`src/mce_regs.svh`:
```
`ifndef MCE_REGS_SVH
`define MCE_REGS_SVH

// Register addresses, each command occupies an upper and a lower word
`define MCE_ADDR_ALARM_RESET      16'h0180
`define MCE_ADDR_ABS_ALARM_RESET  16'h0182
`define MCE_ADDR_ALARM_HIST_CLR   16'h0184
`define MCE_ADDR_WARN_HIST_CLR    16'h0186
`define MCE_ADDR_LINK_ERR_CLR     16'h0188
`define MCE_ADDR_POS_PRESET       16'h018a
`define MCE_ADDR_RECONFIGURE      16'h018c
`define MCE_ADDR_FACTORY_DEFAULT  16'h018e
`define MCE_ADDR_NVM_LOAD         16'h0190
`define MCE_ADDR_NVM_STORE        16'h0192

// First command address and count of commands
`define MCE_ADDR_BASE             16'h0180
`define MCE_CMD_COUNT             10
`define MCE_WORD_STRIDE           2

// Command indexes in address order
`define MCE_IDX_ALARM_RESET       0
`define MCE_IDX_ABS_ALARM_RESET   1
`define MCE_IDX_ALARM_HIST_CLR    2
`define MCE_IDX_WARN_HIST_CLR     3
`define MCE_IDX_LINK_ERR_CLR      4
`define MCE_IDX_POS_PRESET        5
`define MCE_IDX_RECONFIGURE       6
`define MCE_IDX_FACTORY_DEFAULT   7
`define MCE_IDX_NVM_LOAD          8
`define MCE_IDX_NVM_STORE         9

// Reset value of every command register and the launching values
`define MCE_CMD_RESET             32'h0000_0000
`define MCE_CMD_IDLE_VALUE        32'h0000_0000
`define MCE_CMD_FIRE_VALUE        32'h0000_0001

// Restore mask for the default load: bit positions of the kept link settings
`define MCE_DEF_MASK_WIDTH        8
`define MCE_DEF_BIT_LINK_PARITY   0
`define MCE_DEF_BIT_LINK_STOP     1
`define MCE_DEF_BIT_LINK_DELAY    2
`define MCE_DEF_MASK_ALL          8'hff
`define MCE_DEF_MASK_KEEP_LINK    8'hf8

`endif
```
`src/mce_pkg.sv`:
```
package mce_pkg;

    // Configuration sequencer states
    typedef enum logic [1:0] {
        MCE_CFG_IDLE = 2'b00,
        MCE_CFG_RUN = 2'b01,
        MCE_CFG_DONE = 2'b10
    } mce_cfg_state_t;

endpackage : mce_pkg

```
`src/mce_maint_cmd.sv`:
```
// Summary of operation
// Launch only on written zero-to-one transition
// Alarm reset clears resettable active alarms
// Dedicated command clears absolute position alarm
// Alarm history clear erases past alarms
// Warning history clear erases past warnings
// Link error history clear erases records
// Position preset loads command position counter
// Configuration recomputes derived values, applies setup
// Full initialization restores factory defaults
// Initialization keeps parity, stop bits, delay
// Batch read copies non-volatile parameters to RAM
// Batch read overwrites all RAM data
// Batch write copies RAM parameters to non-volatile
// Configure only without alarm and motion
// No configure during tool download or tests
// No configure in handheld test/copy mode
// During configure: brake, no excitation, inputs ignored
// Master ignores monitor values during configure
// No automatic return right after configure
// Blocked configure trigger discarded, never queued
// Master writes zero before writing one again
`include "mce_regs.svh"
`timescale 1ns/1ps
`default_nettype none

module mce_maint_cmd (
    input wire logic clk_sys_i,
    input wire logic rst_b_i,
    input wire logic ce_i,
    input wire logic wr_en_i,
    input wire logic [15:0] wr_addr_i,
    input wire logic [15:0] wr_data_i,
    input wire logic alarm_active_i,
    input wire logic motor_moving_i,
    input wire logic tool_busy_i,
    input wire logic handheld_test_copy_i,
    input wire logic cfg_done_i,
    output logic alarm_reset_o,
    output logic abs_alarm_reset_o,
    output logic alarm_hist_clear_o,
    output logic warn_hist_clear_o,
    output logic link_err_hist_clear_o,
    output logic pos_preset_o,
    output logic cfg_start_o,
    output logic cfg_busy_o,
    output logic brake_hold_o,
    output logic excite_off_o,
    output logic alarm_led_off_o,
    output logic inputs_ignore_o,
    output logic outputs_undef_o,
    output logic auto_return_block_o,
    output logic factory_default_o,
    output logic [`MCE_DEF_MASK_WIDTH-1:0] default_mask_o,
    output logic nvm_load_o,
    output logic nvm_overwrite_all_o,
    output logic nvm_store_o
);

    logic [31:0] cmd_val_r [0:`MCE_CMD_COUNT-1];
    logic [`MCE_CMD_COUNT-1:0] fire_r;
    logic cfg_ok;
    logic cfg_launch;
    logic cfg_finish;
    mce_pkg::mce_cfg_state_t cfg_state_r;

    // Per-command word storage and rising-transition detection
    genvar gi;
    generate
        for (gi = 0; gi < `MCE_CMD_COUNT; gi = gi + 1) begin : g_cmd
            localparam logic [15:0] UPPER_ADDR = 16'(`MCE_ADDR_BASE + gi * `MCE_WORD_STRIDE);
            localparam logic [15:0] LOWER_ADDR = 16'(`MCE_ADDR_BASE + gi * `MCE_WORD_STRIDE + 1);
            logic wr_upper;
            logic wr_lower;
            logic [31:0] val_nxt;
            assign wr_upper = wr_en_i && (wr_addr_i == UPPER_ADDR);
            assign wr_lower = wr_en_i && (wr_addr_i == LOWER_ADDR);
            assign val_nxt = {cmd_val_r[gi][31:16], wr_data_i};

            // Stored value of the command pair
            always_ff @(posedge clk_sys_i or negedge rst_b_i) begin
                if (!rst_b_i) begin
                    cmd_val_r[gi] <= `MCE_CMD_RESET;
                end else if (ce_i) begin
                    if (wr_upper) begin
                        cmd_val_r[gi] <= {wr_data_i, cmd_val_r[gi][15:0]};
                    end else if (wr_lower) begin
                        cmd_val_r[gi] <= val_nxt;
                    end
                end
            end

            // Launch when a lower write takes the pair from 0 to 1
            always_ff @(posedge clk_sys_i or negedge rst_b_i) begin
                if (!rst_b_i) begin
                    fire_r[gi] <= 1'b0;
                end else if (ce_i) begin
                    fire_r[gi] <= wr_lower && (cmd_val_r[gi] == `MCE_CMD_IDLE_VALUE)
                        && (val_nxt == `MCE_CMD_FIRE_VALUE);
                end
            end
        end
    endgenerate

    // Alarm reset pulse
    always_ff @(posedge clk_sys_i or negedge rst_b_i) begin
        if (!rst_b_i) begin
            alarm_reset_o <= 1'b0;
        end else if (ce_i) begin
            alarm_reset_o <= fire_r[`MCE_IDX_ALARM_RESET];
        end
    end

    // Absolute position alarm reset pulse
    always_ff @(posedge clk_sys_i or negedge rst_b_i) begin
        if (!rst_b_i) begin
            abs_alarm_reset_o <= 1'b0;
        end else if (ce_i) begin
            abs_alarm_reset_o <= fire_r[`MCE_IDX_ABS_ALARM_RESET];
        end
    end

    // Alarm history clear pulse
    always_ff @(posedge clk_sys_i or negedge rst_b_i) begin
        if (!rst_b_i) begin
            alarm_hist_clear_o <= 1'b0;
        end else if (ce_i) begin
            alarm_hist_clear_o <= fire_r[`MCE_IDX_ALARM_HIST_CLR];
        end
    end

    // Warning history clear pulse
    always_ff @(posedge clk_sys_i or negedge rst_b_i) begin
        if (!rst_b_i) begin
            warn_hist_clear_o <= 1'b0;
        end else if (ce_i) begin
            warn_hist_clear_o <= fire_r[`MCE_IDX_WARN_HIST_CLR];
        end
    end

    // Link error history clear pulse
    always_ff @(posedge clk_sys_i or negedge rst_b_i) begin
        if (!rst_b_i) begin
            link_err_hist_clear_o <= 1'b0;
        end else if (ce_i) begin
            link_err_hist_clear_o <= fire_r[`MCE_IDX_LINK_ERR_CLR];
        end
    end

    // Command position preset pulse
    always_ff @(posedge clk_sys_i or negedge rst_b_i) begin
        if (!rst_b_i) begin
            pos_preset_o <= 1'b0;
        end else if (ce_i) begin
            pos_preset_o <= fire_r[`MCE_IDX_POS_PRESET];
        end
    end

    // Default restore pulse with the mask of link settings it must keep
    always_ff @(posedge clk_sys_i or negedge rst_b_i) begin
        if (!rst_b_i) begin
            factory_default_o <= 1'b0;
            default_mask_o <= '0;
        end else if (ce_i) begin
            factory_default_o <= fire_r[`MCE_IDX_FACTORY_DEFAULT];
            default_mask_o <= fire_r[`MCE_IDX_FACTORY_DEFAULT] ? `MCE_DEF_MASK_KEEP_LINK : '0;
        end
    end

    // Load from non-volatile memory, overwriting all working data
    always_ff @(posedge clk_sys_i or negedge rst_b_i) begin
        if (!rst_b_i) begin
            nvm_load_o <= 1'b0;
            nvm_overwrite_all_o <= 1'b0;
        end else if (ce_i) begin
            nvm_load_o <= fire_r[`MCE_IDX_NVM_LOAD];
            nvm_overwrite_all_o <= fire_r[`MCE_IDX_NVM_LOAD];
        end
    end

    // Store of working parameters into non-volatile memory
    always_ff @(posedge clk_sys_i or negedge rst_b_i) begin
        if (!rst_b_i) begin
            nvm_store_o <= 1'b0;
        end else if (ce_i) begin
            nvm_store_o <= fire_r[`MCE_IDX_NVM_STORE];
        end
    end

    // Preconditions for configuration
    assign cfg_ok = !alarm_active_i && !motor_moving_i
        && !tool_busy_i
        && !handheld_test_copy_i;

    // Accepted trigger and completion of a configuration run
    assign cfg_launch = (cfg_state_r == mce_pkg::MCE_CFG_IDLE) && fire_r[`MCE_IDX_RECONFIGURE] && cfg_ok;
    assign cfg_finish = (cfg_state_r == mce_pkg::MCE_CFG_RUN) && cfg_done_i;

    // Configuration sequencer; a trigger outside idle is dropped
    always_ff @(posedge clk_sys_i or negedge rst_b_i) begin
        if (!rst_b_i) begin
            cfg_state_r <= mce_pkg::MCE_CFG_IDLE;
        end else if (ce_i) begin
            case (cfg_state_r)
                mce_pkg::MCE_CFG_IDLE: begin
                    if (cfg_launch) begin
                        cfg_state_r <= mce_pkg::MCE_CFG_RUN;
                    end
                end
                mce_pkg::MCE_CFG_RUN: begin
                    if (cfg_done_i) begin
                        cfg_state_r <= mce_pkg::MCE_CFG_DONE;
                    end
                end
                mce_pkg::MCE_CFG_DONE: begin
                    cfg_state_r <= mce_pkg::MCE_CFG_IDLE;
                end
                default: begin
                    cfg_state_r <= mce_pkg::MCE_CFG_IDLE;
                end
            endcase
        end
    end

    // Start pulse for the recompute engine
    always_ff @(posedge clk_sys_i or negedge rst_b_i) begin
        if (!rst_b_i) begin
            cfg_start_o <= 1'b0;
        end else if (ce_i) begin
            cfg_start_o <= cfg_launch;
        end
    end

    // Busy level from start until completion is seen
    always_ff @(posedge clk_sys_i or negedge rst_b_i) begin
        if (!rst_b_i) begin
            cfg_busy_o <= 1'b0;
        end else if (ce_i) begin
            if (cfg_launch) begin
                cfg_busy_o <= 1'b1;
            end else if (cfg_finish) begin
                cfg_busy_o <= 1'b0;
            end
        end
    end

    // Brake held and excitation removed while configuring
    always_ff @(posedge clk_sys_i or negedge rst_b_i) begin
        if (!rst_b_i) begin
            brake_hold_o <= 1'b0;
            excite_off_o <= 1'b0;
        end else if (ce_i) begin
            if (cfg_launch) begin
                brake_hold_o <= 1'b1;
                excite_off_o <= 1'b1;
            end else if (cfg_finish) begin
                brake_hold_o <= 1'b0;
                excite_off_o <= 1'b0;
            end
        end
    end

    // Alarm indicator kept dark while configuring
    always_ff @(posedge clk_sys_i or negedge rst_b_i) begin
        if (!rst_b_i) begin
            alarm_led_off_o <= 1'b0;
        end else if (ce_i) begin
            if (cfg_launch) begin
                alarm_led_off_o <= 1'b1;
            end else if (cfg_finish) begin
                alarm_led_off_o <= 1'b0;
            end
        end
    end

    // Inputs and sensors ignored until completion
    always_ff @(posedge clk_sys_i or negedge rst_b_i) begin
        if (!rst_b_i) begin
            inputs_ignore_o <= 1'b0;
        end else if (ce_i) begin
            if (cfg_launch) begin
                inputs_ignore_o <= 1'b1;
            end else if (cfg_finish) begin
                inputs_ignore_o <= 1'b0;
            end
        end
    end

    // Output signals flagged as undefined while configuring
    always_ff @(posedge clk_sys_i or negedge rst_b_i) begin
        if (!rst_b_i) begin
            outputs_undef_o <= 1'b0;
        end else if (ce_i) begin
            if (cfg_launch) begin
                outputs_undef_o <= 1'b1;
            end else if (cfg_finish) begin
                outputs_undef_o <= 1'b0;
            end
        end
    end

    // Automatic return held off after configuration until the motor next moves
    always_ff @(posedge clk_sys_i or negedge rst_b_i) begin
        if (!rst_b_i) begin
            auto_return_block_o <= 1'b0;
        end else if (ce_i) begin
            if (cfg_finish) begin
                auto_return_block_o <= 1'b1;
            end else if (motor_moving_i) begin
                auto_return_block_o <= 1'b0;
            end
        end
    end

endmodule : mce_maint_cmd

`default_nettype wire

```
`config.mk`:
```
export PLATFORM = sky130hd
export DESIGN_NAME = mce_maint_cmd
export DESIGN_NICKNAME = d
export VERILOG_FILES = /design/src/mce_pkg.sv /design/src/mce_maint_cmd.sv
export VERILOG_INCLUDE_DIRS = /design/src
export SDC_FILE = /design/constraint.sdc
export NUM_CORES = 1
export LEC_CHECK = 0
export ABC_AREA = 0
export BUFFER_PORTS_ARGS = -buffer_cell sky130_fd_sc_hd__buf_4
export CAP_MARGIN = 20
export CORE_UTILIZATION = 55
export DETAILED_ROUTE_END_ITERATION = 6
export GPL_TIMING_DRIVEN = 0
export PLACE_DENSITY_LB_ADDON = 0.1
export SLEW_MARGIN = 40
export SYNTH_ARGS = -nofsm -noshare
export SYNTH_HDL_FRONTEND = slang
export SYNTH_SLANG_ARGS = --single-unit
```
`constraint.sdc`:
```
create_clock -name clk_sys_i -period 2.1 [get_ports clk_sys_i]
set_input_delay 0.42 -clock clk_sys_i [delete_from_list [all_inputs] [get_ports clk_sys_i]]
set_output_delay 0.42 -clock clk_sys_i [all_outputs]
set_load 0.02 [all_outputs]
```
# [Word-level counts from Yosys, hierarchy flattened]
# Index checks and enable logic that the tools add are counted.
[classes] n_eq_ne=33 n_reduce_logical=86 bitwise_logic=10 muxes=28
[op_table] cell="16-bit by 9-bit == test with 1-bit output, second input constant" n=20
[op_table] cell="32-bit by 1-bit == test with 1-bit output, second input constant" n=10
[op_table] cell="32-bit zero test" n=10
[op_table] cell="32-bit two-way mux" n=10
[op_table] cell="16-bit two-way mux" n=10
[op_table] cell="1-bit logical AND" n=46
[op_table] cell="3-bit AND reduction" n=11
[op_table] cell="2-bit AND reduction" n=12
[op_table] cell="1-bit NOT" n=10
[op_table] cell="8-bit two-way mux" n=1
[op_table] cell="1-bit zero test" n=4
[op_table] cell="1-bit two-way mux" n=4
[op_table] cell="2-bit two-way mux" n=2
[op_table] cell="2-bit inequality test, second input constant" n=2
[op_table] cell="2-bit one-hot mux with 2 select lines" n=1
[op_table] cell="2-bit nonzero test" n=2
[op_table] cell="2-bit by 1-bit == test with 1-bit output, second input constant" n=1
[op_table] cell="2-bit zero test" n=1
[word_totals] ff_bits=352 word_cells=201 out_inout_bits=26 input_bits=41

# [Depth between registers and ports, before layout]
[logic_depth] depth_word=7 ltp_mapped=7 depth_no_buf=4

# [Least setup slack after synthesis]
# Ideal clock, no wire load.
[synth_path] path_kind="input -> register" from="input ce_i" to="register cmd_val_r[182] (netlist name)" path_stages=6 required_time_ns=1.975 path_buffers=2 setup_ns=0.125 slack_ns=-0.196 t_arrival_ns=2.171 cell_sequence="buf_4 -> nand4bb_4 -> or4b_1 -> nor3_2 -> buf_4 -> mux2_2"
[synth_via] elab_chain_len=1
[synth_rtl] item="start, declared" line="mce_maint_cmd.sv:30" source="input wire logic ce_i,"
[synth_rtl] item="2-bit AND reduction (no source line)"
[synth_rtl] item="end signal, assigned by index" line="mce_maint_cmd.sv:83" source="cmd_val_r[gi] <= `MCE_CMD_RESET;"
[synth_rtl] item="end signal, assigned by index" line="mce_maint_cmd.sv:86" source="cmd_val_r[gi] <= {wr_data_i, cmd_val_r[gi][15:0]};"
[synth_rtl] item="end signal, assigned by index" line="mce_maint_cmd.sv:88" source="cmd_val_r[gi] <= val_nxt;"
[synth_rtl] item="end, declared" line="mce_maint_cmd.sv:60" source="logic [31:0] cmd_val_r [0:`MCE_CMD_COUNT-1];"
# No other way between the ends.
# A chain may end at the register's enable or synchronous reset.

# [Worst setup path after layout]
[layout_path] from="input wr_addr_i[14]" to="register cmd_val_r[12] (netlist name)"
[layout_via] elab_chain_len=4 word_cells_on_any_way=6 classes_between="eq/ne: 2; bitwise: 1; reduce/logical: 3"
[layout_rtl] item="start, declared" line="mce_maint_cmd.sv:32" source="input wire logic [15:0] wr_addr_i,"
[layout_rtl] item="16-bit by 9-bit == test with 1-bit output" line="mce_maint_cmd.sv:76" source="assign wr_upper = wr_en_i && (wr_addr_i == UPPER_ADDR);"
[layout_rtl] item="1-bit logical AND" line="mce_maint_cmd.sv:76"
[layout_rtl] item="1-bit NOT (no source line)"
[layout_rtl] item="3-bit AND reduction (no source line) *"
# Every way passes the cells marked *; elsewhere a longest branch is shown, timed or not.

==> results.md <==
- # diodes: 0
- Routed vias: 8357
- Worst slack at placement: -0.678 ns
- Max Cap Viol: 0
- CP endpoint kind: flop
- Setup ws final: 0.0656 ns
- YS warnings: 0
- CP max-delay cell: or4_4
- Relative slew slack: 41.8%
- Vias in the first global route: 8620
- Setup CP Type: in2reg
- Core area: 25200 µm²
- Ports: 67
- CTS tree: done
- WHS Path Cells: 3
- Layout Nets: 1110
- P_leak: 8.59 nW
- Drt first-iter violations: 534
- Worst hold path type: in2reg
- Reg power frac: 48.9%
- Post-Syn Instances: 957
- Sw Ratio: 21.9%
- Routed Wire Length: 33100 µm
- Final Hold Viols: 0
- Grt ovf: 0
- CTS sink cnt: 344
- CP max FO: 10
- Highest cell delay on the worst timing path: 0.59 ns
- Mapped cell area: 14100 µm²
- Fmax: 0.492 GHz
- Wirelength per Cell: 23.3 µm
- DP HPWL: 21800 µm
- Most common cell after layout, fill and taps aside: dfrtp_1
- Final Non-Filler Cells: 1421
- DR vias/cell: 5.88
- Worst reg2reg path depth: 4
- Status: completed
- Die X: 162 µm
- Final setup fails: 0
- RSZ-0062 raised after global routing: false
- Layout cells sized above 1: 49.2%
- Worst setup SP type: input port
- Antenna Nets Post-Route: 0
- Register area share after synthesis: 60.9%
- Fin crit share: 96.9%
- Commonest cells after routing, fill and taps aside: dfrtp_1, mux2_2, buf_4
- Switching power: 2.97 mW
- Asr flop ratio synth: 100%
- Worst-path clk slew: 0.06 ns
- # DRC: 0
- Int Pwr: 10.6 mW
- 1st-pass router iterations: 4
- Syn Area/Cell: 14.8 µm²
- PwrDens: 812 nW/µm²
- Number of synthesized flops with an enable pin: 0
- WP data required: 2.50 ns
- Row count: 58
- Family with the most delay on the worst path: simple AND/OR/NAND/NOR gates
- Total CTS buffers: 37
- Clk pwr share: 47.2%
- Root buffer cell: clkbuf_16
- Clock buffer depth: 3
- Final hold slack: 0.182 ns
- #FFs+latches synth: 344
- Pin count of the biggest net entering global routing: 76
- Synth-to-Final Area Change: 18.2%
- Die area: 26400 µm²
- WP data arrival: 2.44 ns
- Synth Flop Type: dfrtp_1
- Worst-Skew Late Latency: 0.52 ns
- Tot Pwr: 13.6 mW
- Unique cell type count in the Yosys netlist: 47
- DIE HEIGHT: 162 µm
- Routability congestion estimate: 0.801
- VDD IR-drop max: 0.663 mV
- Final Max Tran Viols: 0
- Crit path cell chain: buf_4 -> or4_4 -> nor4_4 -> and3_1 -> buf_6 -> buf_8 -> mux2_4
- Worst path depth: 7
- Initial antenna violation count: 0
- Cells after DPL: 1356
- Buf/Inv on CP: 3
- Setup tns final: 0 ns
- IO Port Bufs: 62
- Comb pwr share: 3.9%
- Effective utilization at floorplan: 56.2%
- Fill cells: 1860
- Worst-Margin Slew: 0.873 ns
- Final min period: 2.03 ns
- First-pass GRT wire length: 51800 µm
- H-tree lvl count: 2
- GRT Overall Usage: 26.5%
- Worst Skew: 0.0248 ns
## power groups by stage
stage	combinational (mW)	clock, mW	sequential [mW]
floorplan	0.136	0	6.75
global placement	0.501	0	6.75
detailed placement	0.540	0	6.75
CTS	0.544	6.52	6.63
global route	0.580	6.78	6.63
finish	0.535	6.40	6.63
## synth_stat cells (2+ instances only)
library cell / n / share of area [%]
a31o_2: 2 / 0.12
a32o_1: 3 / 0.21
and3_1: 3 / 0.13
and4_1: 5 / 0.31
buf_1: 3 / 0.080
buf_2: 11 / 0.39
buf_4: 23 / 1.2
buf_6: 2 / 0.16
clkbuf_1: 33 / 0.88
dfrtp_1: 344 / 61
inv_1: 5 / 0.13
mux2_2: 329 / 26
nand2_1: 13 / 0.35
nand2b_1: 2 / 0.088
nand3_1: 10 / 0.35
nand3_2: 8 / 0.57
nand4_1: 15 / 0.66
nand4_2: 3 / 0.27
nor2_1: 9 / 0.24
nor2_2: 3 / 0.13
nor2b_1: 6 / 0.27
nor3_1: 2 / 0.071
nor3_2: 4 / 0.28
nor4_1: 79 / 3.5
nor4b_1: 5 / 0.31
o21ai_0: 3 / 0.11
o2bb2ai_1: 4 / 0.25
or4_1: 9 / 0.48
## path summary, 6_finish.rpt
path                                            startpoint  slack, ns                               to
max                                          wr_addr_i[14]       0.07        cmd_val_r[12]$_DFFE_PN0P_
min                                             cfg_done_i       0.18  auto_return_block_o$_DFFE_PN0P_
max reg2reg                     cmd_val_r[129]$_DFFE_PN0P_       0.11            fire_r[5]$_DFFE_PN0P_
min reg2reg                auto_return_block_o$_DFFE_PN0P_       0.48  auto_return_block_o$_DFFE_PN0P_
max in group asynchronous                          rst_b_i       0.45        cmd_val_r[69]$_DFFE_PN0P_
min in group asynchronous                          rst_b_i       0.42         cmd_val_r[8]$_DFFE_PN0P_
## flip-flops by register name, indices dropped and copies added, names as in the netlist
signal / count
cmd_val_r: 320
fire_r: 10
cfg_state_r: 2
abs_alarm_reset_o: 1
alarm_hist_clear_o: 1
alarm_reset_o: 1
auto_return_block_o: 1
cfg_start_o: 1
default_mask_o: 1
inputs_ignore_o: 1
link_err_hist_clear_o: 1
nvm_overwrite_all_o: 1
nvm_store_o: 1
pos_preset_o: 1
warn_hist_clear_o: 1
## timing repair
action | CTS | global route
hold buffers | 1 | 0
resized for setup | 1 | 2
pin swaps | 2 | 3
setup endpoints to repair | 32 | 40
setup buffers | 2 | 1
endpoints found under the hold margin | 50 | 0
## worst min-delay path: stages
cell     delay [ns]
buf_4          0.09
nand3_1        0.08
nand2_1        0.06
## routing by layer
| metal | part of all wire, % | GRT usage (%) | wire length (µm) |
|---|---|---|---|
| met1 | 47 | 39.2 | 15500 |
| met2 | 46 | 40.5 | 15200 |
| met3 | 4.3 | 3.87 | 1420 |
| met4 | 2.7 | 8.45 | 888 |
| met5 | 0 | 0 | 0 |
## through the flow
stage	cell area (µm²)	util [%]
2_1_floorplan	14400	-
3_3_place_gp	15300	60.8
3_5_place_dp	15500	61.4
4_1_cts	16700	66.3
5_1_grt	16700	66.4
6_report	16700	66.4
## cells by family (layout without fill, tap and decap cells)
logic type	after synthesis	count (layout)	synth area share, %
muxes	329	329	26.2
AOI/OAI and AO/OA	15	15	0.832
DFF	344	344	60.9
buffers and inverters	78	210	2.89
and+or+nand+nor	190	190	9.18
other	1	3	0.0265
## area by class of cell
class | count | area [µm²] | area share, %
Inverter | 5 | 18.8 | 0.112
Clock buffer | 50 | 1080 | 6.44
Buffer | 73 | 455 | 2.73
Sequential cell | 344 | 8610 | 51.5
Multi-Input combinational cell | 537 | 5370 | 32.1
Clock inverter | 11 | 126 | 0.756
Timing Repair Buffer | 71 | 643 | 3.85
Tap cell | 330 | 413 | 2.47
(Power assumes the default switching activity.)
